**config.mk**
```make
export PLATFORM = sky130hd
export DESIGN_NAME = usb_endpoint_config_bank
export DESIGN_NICKNAME = d
export VERILOG_FILES = /design/src/usb_ep_cfg_pkg.sv /design/src/ep_buf_tracker.sv /design/src/usb_endpoint_config_bank.sv
export SDC_FILE = /design/constraint.sdc
export NUM_CORES = 1
export LEC_CHECK = 0
export BUFFER_PORTS_ARGS = -buffer_cell sky130_fd_sc_hd__buf_2
export CORE_MARGIN = 2
export CORE_UTILIZATION = 40
export CTS_CLUSTER_DIAMETER = 150
export DETAILED_ROUTE_END_ITERATION = 10
export PLACE_DENSITY = 0.71
export SLEW_MARGIN = 20
export SYNTH_ARGS = -nofsm -noshare
export SYNTH_HDL_FRONTEND = slang
export SYNTH_SLANG_ARGS = --single-unit
```
**constraint.sdc**
```tcl
create_clock -name clk_i -period 6 [get_ports clk_i]
set_clock_uncertainty 0.2 [all_clocks]
set_input_delay 1.8 -clock clk_i [delete_from_list [all_inputs] [get_ports clk_i]]
set_output_delay 1.8 -clock clk_i [all_outputs]
set_load 0.05 [all_outputs]
```
**src/usb_ep_cfg_pkg.sv**
```systemverilog
/*
 * Constants for the endpoint configuration bank: register indices, field
 * positions, reset values, encodings and packet size limits.
 * Assumes a 32-bit Wishbone bus; byte address is four times the index.
 */
package usb_ep_cfg_pkg;
  localparam int unsigned ADDR_W = 18;
  localparam int unsigned NUM_CFG = 6;
  // Register indices
  localparam logic [15:0] IDX_EP1_OUT = 16'he610;
  localparam logic [15:0] IDX_EP1_IN = 16'he611;
  localparam logic [15:0] IDX_EP_TWO = 16'he612;
  localparam logic [15:0] IDX_EP_FOUR = 16'he613;
  localparam logic [15:0] IDX_EP_SIX = 16'he614;
  localparam logic [15:0] IDX_EP_EIGHT = 16'he615;
  localparam logic [15:0] IDX_BUF_PTR = 16'he620;
  localparam logic [15:0] IDX_BUF_AUTO = 16'he621;
  localparam logic [15:0] IDX_BUF_BLOCK = 16'he622;
  localparam logic [15:0] IDX_STATUS = 16'he623;
  // Field positions
  localparam int unsigned VALID_BIT = 7;
  localparam int unsigned DIR_BIT = 6;
  localparam int unsigned TYPE_LSB = 4;
  localparam int unsigned SIZE_BIT = 3;
  localparam int unsigned BUF_LSB = 0;
  // Reset values
  localparam logic [7:0] RST_SMALL_CFG = 8'ha0;
  localparam logic [7:0] RST_LARGE_CFG = 8'ha2;
  localparam logic [15:0] RST_BUF_PTR = 16'h0000;
  // Endpoint type encodings
  localparam logic [1:0] TYPE_INVALID = 2'h0;
  localparam logic [1:0] TYPE_ISO = 2'h1;
  localparam logic [1:0] TYPE_BULK = 2'h2;
  localparam logic [1:0] TYPE_INT = 2'h3;
  // Buffering depth encodings
  localparam logic [1:0] BUF_QUAD = 2'h0;
  localparam logic [1:0] BUF_INVALID = 2'h1;
  localparam logic [1:0] BUF_DOUBLE = 2'h2;
  localparam logic [1:0] BUF_TRIPLE = 2'h3;
  localparam logic [2:0] DEPTH_ONE = 3'h1;
  localparam logic [2:0] DEPTH_TWO = 3'h2;
  localparam logic [2:0] DEPTH_THREE = 3'h3;
  localparam logic [2:0] DEPTH_FOUR = 3'h4;
  // Sizes in bytes
  localparam logic [10:0] SIZE_64 = 11'h040;
  localparam logic [10:0] SIZE_512 = 11'h200;
  localparam logic [10:0] SIZE_1023 = 11'h3ff;
  localparam logic [10:0] SIZE_1024 = 11'h400;
endpackage

```
**src/ep_buf_tracker.sv**
```systemverilog
/*
 * Occupancy tracker for one multiple-buffered large endpoint.
 * Assumes done pulses come from logic on the same clock, one per packet.
 */
module ep_buf_tracker #(
  parameter int unsigned DEPTH_W = 3
) (
  // Clock and reset
  input wire logic clk_i,
  input wire logic rst_i,
  // Configuration
  input wire logic [DEPTH_W-1:0] depth_i,
  input wire logic dir_in_i,
  input wire logic flush_i,
  // Packet completions
  input wire logic usb_done_i,
  input wire logic ext_done_i,
  // Status
  output logic usb_ready_o,
  output logic ext_ready_o,
  output logic [DEPTH_W-1:0] occ_o
);
  logic [DEPTH_W-1:0] occ_r;
  logic [DEPTH_W-1:0] occ_nxt;
  logic fill;
  logic drain;

  // IN: external side fills, USB drains; OUT the other way round
  assign fill = dir_in_i ? ext_done_i : usb_done_i;
  assign drain = dir_in_i ? usb_done_i : ext_done_i;

  always_comb begin
    occ_nxt = occ_r;
    if (fill && !drain && occ_r < depth_i) begin
      occ_nxt = occ_r + 1'b1;
    end else if (drain && !fill && occ_r != '0) begin
      occ_nxt = occ_r - 1'b1;
    end
  end

  always_ff @(posedge clk_i) begin
    if (rst_i || flush_i) begin
      occ_r <= '0;
    end else begin
      occ_r <= occ_nxt;
    end
  end

  // Each side sees its own free or filled buffer independently
  always_ff @(posedge clk_i) begin
    if (rst_i || flush_i) begin
      usb_ready_o <= 1'b0;
      ext_ready_o <= 1'b0;
    end else begin
      usb_ready_o <= dir_in_i ? (occ_nxt != '0) : (occ_nxt < depth_i); // RL17
      ext_ready_o <= dir_in_i ? (occ_nxt < depth_i) : (occ_nxt != '0); // RL17
    end
  end

  assign occ_o = occ_r;
endmodule

```
**src/usb_endpoint_config_bank.sv**
```systemverilog
/*
 * Endpoint configuration bank with Wishbone slave, buffer pointer access,
 * token answer decision, payload limit check and large-endpoint trackers.
 * Assumes one clock; speed, token and done inputs are on that clock.
 */
// The Wishbone interface to the registers is this design's own decision.
// Contract
// RL1: Endpoints 0 and 1 are CPU-only 64-byte buffers, never externally tied.
// RL2: External logic connects only to large endpoints 2, 4, 6 and 8.
// RL3: Firmware reaches buffers as plain RAM or via auto-increment pointer.
// RL4: Payloads bounded: HS bulk 512, FS iso 1-1023, HS int/iso 1-1024.
// RL5: At full speed non-iso large buffers are 64 bytes; type, depth stay.
// RL6: Six consecutive byte registers configure endpoints 1 out/in, 2,4,6,8.
// RL7: Endpoint 1 fixed 64 bytes, single buffered; type only int or bulk.
// RL8: Sender never sends endpoint 1 packets larger than 64 bytes.
// RL9: Endpoint 0 always valid control, one shared 64-byte buffer.
// RL10: Endpoints 2, 6 size 512 or 1024 at HS; double, triple, quad.
// RL11: Endpoints 4, 8 fixed 512 double at HS, 64 double at FS; iso at FS keeps 512 here.
// RL12: Valid flag defaults set; clear means no answer to host tokens.
// RL13: Type bits 5:4: 00 invalid, 01 iso, 10 bulk default, 11 int.
// RL14: Large endpoint direction bit: one is IN, zero is OUT.
// RL15: Buffering bits on 2, 6: 00 quad, 01 invalid, 10 double, 11 triple.
// RL16: Buffer allocation by another endpoint overrides that endpoint's valid.
// RL17: USB side and external side work on different buffers concurrently.
// RL18: Firmware disables unused endpoints by clearing only the valid bit.
// RL19: Firmware waits a short delay between configuration writes.
module usb_endpoint_config_bank (
  // Clock and reset
  input wire logic clk_i,
  input wire logic rst_i,
  // Wishbone slave
  input wire logic cyc_i,
  input wire logic stb_i,
  input wire logic we_i,
  input wire logic [usb_ep_cfg_pkg::ADDR_W-1:0] adr_i,
  input wire logic [3:0] sel_i,
  input wire logic [31:0] dat_i,
  output logic [31:0] dat_o,
  output logic ack_o,
  // Link state
  input wire logic high_speed_i,
  // Host token
  input wire logic token_i,
  input wire logic [3:0] token_ep_i,
  input wire logic token_in_i,
  input wire logic [10:0] token_len_i,
  output logic answer_o,
  output logic ready_o,
  output logic len_ok_o,
  // Large endpoint packet completions, order 2, 4, 6, 8
  input wire logic [3:0] usb_done_i,
  input wire logic [3:0] ext_done_i,
  output logic [3:0] ext_ready_o,
  output logic [3:0] ext_enable_o,
  // Buffer RAM port
  output logic [15:0] buf_addr_o,
  output logic [7:0] buf_wdata_o,
  output logic buf_we_o,
  output logic buf_re_o,
  input wire logic [7:0] buf_rdata_i
);
  logic [7:0] cfg_r [usb_ep_cfg_pkg::NUM_CFG];
  logic [15:0] ptr_r;
  logic req_r;
  logic wait_r;
  logic [15:0] idx_r;
  logic data_rd_r;
  logic [7:0] reg_rd_r;
  logic take;
  logic [15:0] idx;
  logic [2:0] depth [4];
  logic [10:0] bsize [6];
  logic [5:0] enabled;
  logic [3:0] usb_ready;
  logic [3:0] large_in;
  logic cons_four;
  logic cons_six;
  logic cons_eight;
  logic [7:0] cfg_prev [4];
  logic [3:0] flush;
  logic [1:0] tok_n;
  logic [1:0] tok_t;
  logic [10:0] tok_lim;

  assign take = cyc_i && stb_i && !req_r && !wait_r && !ack_o;
  assign idx = adr_i[usb_ep_cfg_pkg::ADDR_W-1:2];

  // Map a register index to a slot, or 7 when unmapped
  function automatic logic [2:0] cfg_slot(input logic [15:0] i);
    if (i == usb_ep_cfg_pkg::IDX_EP1_OUT) begin
      return 3'h0;
    end else if (i == usb_ep_cfg_pkg::IDX_EP1_IN) begin
      return 3'h1;
    end else if (i == usb_ep_cfg_pkg::IDX_EP_TWO) begin
      return 3'h2;
    end else if (i == usb_ep_cfg_pkg::IDX_EP_FOUR) begin
      return 3'h3;
    end else if (i == usb_ep_cfg_pkg::IDX_EP_SIX) begin
      return 3'h4;
    end else if (i == usb_ep_cfg_pkg::IDX_EP_EIGHT) begin
      return 3'h5;
    end else begin
      return 3'h7;
    end
  endfunction

  // Fields a write may change depend on the endpoint's abilities
  function automatic logic [7:0] clean_cfg(input logic [2:0] s,
      input logic [7:0] old, input logic [7:0] wr);
    logic [7:0] v;
    logic [1:0] t;
    logic [1:0] b;
    v = '0;
    t = wr[usb_ep_cfg_pkg::TYPE_LSB +: 2];
    b = wr[usb_ep_cfg_pkg::BUF_LSB +: 2];
    v[usb_ep_cfg_pkg::VALID_BIT] = wr[usb_ep_cfg_pkg::VALID_BIT];
    if (s < 3'h2) begin
      v[usb_ep_cfg_pkg::TYPE_LSB +: 2] = // RL7
          (t == usb_ep_cfg_pkg::TYPE_BULK || t == usb_ep_cfg_pkg::TYPE_INT)
          ? t : old[usb_ep_cfg_pkg::TYPE_LSB +: 2];
    end else begin
      v[usb_ep_cfg_pkg::TYPE_LSB +: 2] = t; // RL13
      v[usb_ep_cfg_pkg::DIR_BIT] = wr[usb_ep_cfg_pkg::DIR_BIT]; // RL14
      if (s == 3'h2 || s == 3'h4) begin
        v[usb_ep_cfg_pkg::SIZE_BIT] = wr[usb_ep_cfg_pkg::SIZE_BIT]; // RL10
        v[usb_ep_cfg_pkg::BUF_LSB +: 2] = // RL15
            (b == usb_ep_cfg_pkg::BUF_INVALID)
            ? old[usb_ep_cfg_pkg::BUF_LSB +: 2] : b;
      end
    end
    return v;
  endfunction

  function automatic logic [2:0] buf_depth(input logic [1:0] b);
    case (b)
      usb_ep_cfg_pkg::BUF_QUAD: return usb_ep_cfg_pkg::DEPTH_FOUR; // RL15
      usb_ep_cfg_pkg::BUF_TRIPLE: return usb_ep_cfg_pkg::DEPTH_THREE;
      default: return usb_ep_cfg_pkg::DEPTH_TWO;
    endcase
  endfunction

  // Largest payload the transfer type allows at the current speed
  function automatic logic [10:0] type_limit(input logic [1:0] t,
      input logic hs);
    if (t == usb_ep_cfg_pkg::TYPE_ISO) begin
      return hs ? usb_ep_cfg_pkg::SIZE_1024 : usb_ep_cfg_pkg::SIZE_1023;
    end else if (!hs) begin
      return usb_ep_cfg_pkg::SIZE_64;
    end else if (t == usb_ep_cfg_pkg::TYPE_INT) begin
      return usb_ep_cfg_pkg::SIZE_1024;
    end else begin
      return usb_ep_cfg_pkg::SIZE_512;
    end
  endfunction

  // Configuration registers
  always_ff @(posedge clk_i) begin
    if (rst_i) begin
      cfg_r[0] <= usb_ep_cfg_pkg::RST_SMALL_CFG; // RL12
      cfg_r[1] <= usb_ep_cfg_pkg::RST_SMALL_CFG;
      for (int k = 2; k < usb_ep_cfg_pkg::NUM_CFG; k++) begin
        cfg_r[k] <= usb_ep_cfg_pkg::RST_LARGE_CFG;
      end
    end else if (take && we_i && sel_i[0] && cfg_slot(idx) != 3'h7) begin
      cfg_r[cfg_slot(idx)] <= clean_cfg(cfg_slot(idx), // RL6
          cfg_r[cfg_slot(idx)], dat_i[7:0]);
    end
  end

  // Buffer pointer; auto window steps it, block window leaves it
  always_ff @(posedge clk_i) begin
    if (rst_i) begin
      ptr_r <= usb_ep_cfg_pkg::RST_BUF_PTR;
    end else if (take && idx == usb_ep_cfg_pkg::IDX_BUF_PTR && we_i) begin
      if (sel_i[0]) begin
        ptr_r[7:0] <= dat_i[7:0];
      end
      if (sel_i[1]) begin
        ptr_r[15:8] <= dat_i[15:8];
      end
    end else if (take && idx == usb_ep_cfg_pkg::IDX_BUF_AUTO &&
        (!we_i || sel_i[0])) begin
      ptr_r <= ptr_r + 16'h0001; // RL3
    end
  end

  // Buffer RAM strobes, one cycle each
  always_ff @(posedge clk_i) begin
    if (rst_i) begin
      buf_we_o <= 1'b0;
      buf_re_o <= 1'b0;
      buf_addr_o <= '0;
      buf_wdata_o <= '0;
    end else begin
      buf_we_o <= 1'b0;
      buf_re_o <= 1'b0;
      if (take && (idx == usb_ep_cfg_pkg::IDX_BUF_AUTO ||
          idx == usb_ep_cfg_pkg::IDX_BUF_BLOCK)) begin
        buf_addr_o <= ptr_r; // RL3
        buf_wdata_o <= dat_i[7:0];
        buf_we_o <= we_i && sel_i[0];
        buf_re_o <= !we_i;
      end
    end
  end

  // Bus answer: ack three edges after the request is taken
  always_ff @(posedge clk_i) begin
    if (rst_i) begin
      req_r <= 1'b0;
      wait_r <= 1'b0;
      ack_o <= 1'b0;
      idx_r <= '0;
      data_rd_r <= 1'b0;
    end else begin
      req_r <= take;
      wait_r <= req_r;
      ack_o <= wait_r;
      if (take) begin
        idx_r <= idx;
        data_rd_r <= !we_i && (idx == usb_ep_cfg_pkg::IDX_BUF_AUTO ||
            idx == usb_ep_cfg_pkg::IDX_BUF_BLOCK);
      end
    end
  end

  // Register read mux, unmapped reads give zero
  always_ff @(posedge clk_i) begin
    if (rst_i) begin
      reg_rd_r <= '0;
    end else if (req_r) begin
      if (cfg_slot(idx_r) != 3'h7) begin
        reg_rd_r <= cfg_r[cfg_slot(idx_r)];
      end else if (idx_r == usb_ep_cfg_pkg::IDX_STATUS) begin
        reg_rd_r <= {high_speed_i, 1'b0, enabled};
      end else begin
        reg_rd_r <= '0;
      end
    end
  end

  always_ff @(posedge clk_i) begin
    if (rst_i) begin
      dat_o <= '0;
    end else if (wait_r) begin
      if (idx_r == usb_ep_cfg_pkg::IDX_BUF_PTR) begin
        dat_o <= {16'h0000, ptr_r};
      end else if (data_rd_r) begin
        dat_o <= {24'h000000, buf_rdata_i};
      end else begin
        dat_o <= {24'h000000, reg_rd_r};
      end
    end
  end

  // Effective depth and size of each endpoint
  always_comb begin
    bsize[0] = usb_ep_cfg_pkg::SIZE_64; // RL7
    bsize[1] = usb_ep_cfg_pkg::SIZE_64; // RL1
    for (int k = 0; k < 4; k++) begin
      logic iso;
      logic flex;
      logic big;
      iso = cfg_r[k+2][usb_ep_cfg_pkg::TYPE_LSB +: 2] ==
          usb_ep_cfg_pkg::TYPE_ISO;
      flex = (k == 0) || (k == 2);
      big = flex && cfg_r[k+2][usb_ep_cfg_pkg::SIZE_BIT];
      depth[k] = flex ? buf_depth(cfg_r[k+2][usb_ep_cfg_pkg::BUF_LSB +: 2])
          : usb_ep_cfg_pkg::DEPTH_TWO; // RL11
      if (!high_speed_i && !iso) begin
        bsize[k+2] = usb_ep_cfg_pkg::SIZE_64; // RL5
      end else begin
        bsize[k+2] = big ? usb_ep_cfg_pkg::SIZE_1024 // RL10
            : usb_ep_cfg_pkg::SIZE_512;
      end
      large_in[k] = cfg_r[k+2][usb_ep_cfg_pkg::DIR_BIT]; // RL14
    end
  end

  // Deep or wide buffering on 2 and 6 takes the RAM of their neighbours
  assign cons_four = depth[0] > usb_ep_cfg_pkg::DEPTH_TWO ||
      cfg_r[2][usb_ep_cfg_pkg::SIZE_BIT]; // RL16
  assign cons_six = depth[0] > usb_ep_cfg_pkg::DEPTH_TWO &&
      cfg_r[2][usb_ep_cfg_pkg::SIZE_BIT]; // RL16
  assign cons_eight = cons_six || depth[2] > usb_ep_cfg_pkg::DEPTH_TWO ||
      cfg_r[4][usb_ep_cfg_pkg::SIZE_BIT]; // RL16

  always_comb begin
    for (int k = 0; k < usb_ep_cfg_pkg::NUM_CFG; k++) begin
      enabled[k] = cfg_r[k][usb_ep_cfg_pkg::VALID_BIT] && // RL12
          cfg_r[k][usb_ep_cfg_pkg::TYPE_LSB +: 2] !=
          usb_ep_cfg_pkg::TYPE_INVALID; // RL13
    end
    if (cons_four) begin
      enabled[3] = 1'b0; // RL16
    end
    if (cons_six) begin
      enabled[4] = 1'b0; // RL16
    end
    if (cons_eight) begin
      enabled[5] = 1'b0; // RL16
    end
  end

  // A configuration change empties the endpoint's buffers
  always_ff @(posedge clk_i) begin
    if (rst_i) begin
      for (int k = 0; k < 4; k++) begin
        cfg_prev[k] <= usb_ep_cfg_pkg::RST_LARGE_CFG;
      end
    end else begin
      for (int k = 0; k < 4; k++) begin
        cfg_prev[k] <= cfg_r[k+2];
      end
    end
  end

  genvar g;
  generate
    for (g = 0; g < 4; g++) begin : large_ep
      assign flush[g] = cfg_prev[g] != cfg_r[g+2] || !enabled[g+2];
      ep_buf_tracker #(
        .DEPTH_W(3)
      ) tracker (
        .clk_i(clk_i),
        .rst_i(rst_i),
        .depth_i(depth[g]),
        .dir_in_i(large_in[g]),
        .flush_i(flush[g]),
        .usb_done_i(usb_done_i[g]),
        .ext_done_i(ext_done_i[g] && enabled[g+2]), // RL2
        .usb_ready_o(usb_ready[g]),
        .ext_ready_o(ext_ready_o[g]),
        .occ_o()
      );
    end
  endgenerate

  // Only large endpoints are offered to external logic
  always_ff @(posedge clk_i) begin
    if (rst_i) begin
      ext_enable_o <= '0;
    end else begin
      ext_enable_o <= enabled[5:2]; // RL2
    end
  end

  // Large endpoint slot 0..3 of the token, and its payload limit
  assign tok_n = token_ep_i[2:1] - 2'h1;
  assign tok_t = cfg_r[3'(tok_n) + 3'h2][usb_ep_cfg_pkg::TYPE_LSB +: 2];
  assign tok_lim = type_limit(tok_t, high_speed_i) < bsize[3'(tok_n) + 3'h2]
      ? type_limit(tok_t, high_speed_i) : bsize[3'(tok_n) + 3'h2];

  // Token decision, one cycle after the token pulse
  always_ff @(posedge clk_i) begin
    if (rst_i) begin
      answer_o <= 1'b0;
      ready_o <= 1'b0;
      len_ok_o <= 1'b0;
    end else begin
      answer_o <= 1'b0;
      ready_o <= 1'b0;
      len_ok_o <= 1'b0;
      if (token_i) begin
        case (token_ep_i)
          4'h0: begin
            answer_o <= 1'b1; // RL9
            ready_o <= 1'b1;
            len_ok_o <= token_len_i <= usb_ep_cfg_pkg::SIZE_64; // RL9
          end
          4'h1: begin
            answer_o <= enabled[token_in_i]; // RL12
            ready_o <= enabled[token_in_i];
            len_ok_o <= enabled[token_in_i] && // RL8
                token_len_i <= bsize[token_in_i];
          end
          4'h2, 4'h4, 4'h6, 4'h8: begin
            answer_o <= enabled[3'(tok_n) + 3'h2] &&
                large_in[tok_n] == token_in_i;
            ready_o <= enabled[3'(tok_n) + 3'h2] &&
                large_in[tok_n] == token_in_i && usb_ready[tok_n]; // RL17
            len_ok_o <= enabled[3'(tok_n) + 3'h2] && // RL4
                token_len_i <= tok_lim &&
                (tok_t == usb_ep_cfg_pkg::TYPE_BULK || token_len_i != '0);
          end
          default: answer_o <= 1'b0;
        endcase
      end
    end
  end
endmodule

```
==> results.md <==
* Outcome: completed
* Fmax achieved at about 190 MHz
* Total power at 2.987 mW
* Core Footprint at about 25000 um2
* Synth area leaders: dfxtp_1 (32%), edfxtp_1 (7.7%), nand2_1 (7.1%)
* Pre-antenna DRT Iters at 5
* Final Hold Fails at 0
* Yosys reg bits at ~190
* Yosys cell types at 86
* Synth cell count leaders: nand2_1 (190), dfxtp_1 (162), a21oi_1 (94)
* GR Overflow Total at 0
* Setup TNS at 0 ns
* Post-synth EDFFs at 26
* Layout cells sized above 1 at 0.1667
* Post CTS Setup Buffer Count at 0
* Top-area cell type share of the netlist area at 0.3211
* PwrDens at 260.3 nW/um2
* Sequential power share at 0.458
* Syn_area_per_cell at between 8 and 9 um2
* # hold bufs at CTS at 0
* Post-route antenna net violation count at 0
* Layout Cells excl Fill at roughly 1.6k
* Layout area overhead at 13.65%
* Final Cycle Share at 0.8875
* Average wire per standard cell at approximately 16 um
* Initial Util at 0.4045
* IO buf count at approximately 130
* Worst skew pair latency at roughly 0.43 ns
* Max Slew Vio Count at 0
* DR vias at ~9k
* Largest net degree at the start of global routing at 70
* Min Clock Period, post-route at around 5.3 ns
* DR iter-0 viols at 700
* Full die area at 26530 um2
* Crit-path cells: buf_2 -> nor2_1 -> a32o_1 -> a311oi_1 -> nor2b_1 -> ha_1 -> o21ai_0 -> nand4b_1 -> ha_1 -> nor2b_1 -> o21a_1 -> o21ai_0 -> a21oi_1 -> nor3_1 -> o311ai_0 -> a21oi_1
* Crit-path max cell delay at 0.55 ns
* H-tree Lvls at 4
* Comb pwr share at 0.169
* Net Switching at roughly 0.9 mW
* Leak at 4.518 nW
* RSZ-0062 raised after global routing: no
* Synth Flop Type: dfxtp_1
* WS Path Type: input port to flop
* Final core area utilization at 0.4598
* Initial antenna violation count at 1
* Buf+Inv Stages, Crit Path at 1
* WHS at approximately 0.25 ns
* Die Ht at about 160 um
* Clock transition at path regs at 0.07 ns
* Fin nets at 1409
* CP arrival at ~5.4 ns
* Register area share after synthesis at 0.3985
* Area leader, netlist: dfxtp_1
* Post-synth ARST share at 0
* Clk sinks at between 150 and 200
* Crit path max-delay family: compound AO/OA/AOI/OAI gates
* Gr usage total at 0.2026
* CTS tree: done
* Post-route DRC at 0
* P_int at 2.100 mW
* CP Capture Type: flop
* # setup viols final at 0
* Vias in the first global route at 8350
* Slowest CP cell: a311oi_1
* RD Place Congestion at roughly 0.90
* Cts repair resizes at 0
* Mapped cell area at ~10000 um2
* Worst EP required at 6.11 ns
* Worst Hold Class: flop to flop
* Top-count cell post-synth: nand2_1
* Switching Fraction at 0.2970
* I/O pin cnt at roughly 160
* Slew HR at 0.2987
* CTS Buffer Depth at 2
* Cells after Synth at 1181
* Clock group share of total power at 0.373
* Core Rows at just under 60
* CP startpoint kind: input port
* Crit Path Max Fanout at 14
* Wirelength, routed at 26450 um
* Dpl cells at 1588
* CTS Root Cell: clkbuf_16
* Vias per inst at approximately 5.4
* Placed wire-length estimate at about 20000 um
* First-pass GRT wire length at approximately 43000 um
* Chip width at between 150 and 200 um
* Count of warnings emitted by yosys at 0
* Worst Max-Slew Pin Slew at between 1 and 1.5 ns
* TritonCTS buffer count at 17
* # Max-Cap Violations at 0
* Peak VDD IR at 0.1562 mV
* Antenna diode count at 0
-- path summary, 6_finish.rpt --
kind	from	end	slack, ns	cells after the start
max reg2reg	cfg_r[3][3]	len_ok_o	1.78	15
min reg2reg	buf_addr_o[10]	buf_addr_o[10]	0.25	2
min	buf_addr_o[10]	buf_addr_o[10]	0.25	2
max	token_ep_i[1]	len_ok_o	0.68	16
-- power by group through the flow --
stage | clock [mW] | sequential, mW | combinational [mW]
6_report | 1.11 | 1.37 | 0.505
2_1_floorplan | 0 | 1.38 | 0.398
3_5_place_dp | 0 | 1.40 | 0.500
3_3_place_gp | 0 | 1.40 | 0.484
4_1_cts | 1.14 | 1.37 | 0.503
5_1_grt | 1.19 | 1.37 | 0.561
-- worst reg2reg max path: stages (launching register included) --
cell and delay, ns:
dfxtp_1 0.52, nand2b_1 0.10, a32o_1 0.26, a311oi_1 0.55, nor2b_1 0.24, ha_1 0.24
o21ai_0 0.22, nand4b_1 0.38, ha_1 0.45, nor2b_1 0.14, o21a_1 0.11, o21ai_0 0.07
a21oi_1 0.13, nor3_1 0.05, o311ai_0 0.35, a21oi_1 0.11
-- through the flow --
stage               worst slack, ns  area [um2]
finish                       0.6751       11480
global route                 0.3362       11480
CTS                          0.6897       11480
detailed placement           0.2411       10890
global placement             0.3693       10890
floorplan                    0.6689       10210
-- layout by cell type (no fill, tap or decap), types with 16 or more instances in the layout --
| cell | count |
|---|---|
| a211oi_1 | 19 |
| a21oi_1 | 94 |
| and2_1 | 16 |
| buf_2 | 125 |
| clkbuf_16 | 18 |
| conb_1 | 31 |
| dfxtp_1 | 162 |
| edfxtp_1 | 26 |
| ha_1 | 39 |
| inv_1 | 46 |
| mux2i_1 | 32 |
| nand2_1 | 190 |
| nand2b_1 | 28 |
| nand3_1 | 31 |
| nor2_1 | 64 |
| nor2b_1 | 35 |
| nor3_1 | 29 |
| o211ai_1 | 17 |
| o21ai_0 | 52 |
| xnor2_1 | 22 |
| xor2_1 | 17 |
-- cell families after synthesis --
| kind of cell | count (synthesis) | share of synthesized area |
|---|---|---|
| xor+xnor | 39 | 0.03382 |
| fa+ha+maj | 39 | 0.04832 |
| mux | 50 | 0.05662 |
| other cells | 2 | 0.0007437 |
| flops | 188 | 0.3985 |
| simple gates | 474 | 0.2404 |
| buf+inv | 129 | 0.05650 |
| compound gates | 260 | 0.1652 |
-- flip-flops by register name (all words and copies together) (netlist names), 4 cells and up --
register	flops
cfg_r	47
cfg_prev	28
buf_addr_o	16
dat_o	16
idx_r	16
ptr_r	16
large_ep.tracker.occ_o	12
buf_wdata_o	8
reg_rd_r	8
ext_enable_o	4
large_ep.tracker.ext_ready_o	4
large_ep.tracker.usb_ready_o	4
-- cell type report --
class                           instances  area (um2)
Clock buffer                           19       464.2
Clock inverter                         13       120.1
Fill cell                            2462       13490
Inverter                               46       172.7
Multi-Input combinational cell        893        5613
Sequential cell                       188        4024
Tap cell                              330       412.9
Timing Repair Buffer                  131       670.6
-- routing by layer --
layer,share of wire,wire (um),GRT usage
met4,0.010,276,0.04666
met3,0.072,1914,0.04380
met2,0.46,12230,0.3303
met5,0,0,0
met1,0.45,12020,0.2750
Power figures use the tool's default switching activity.
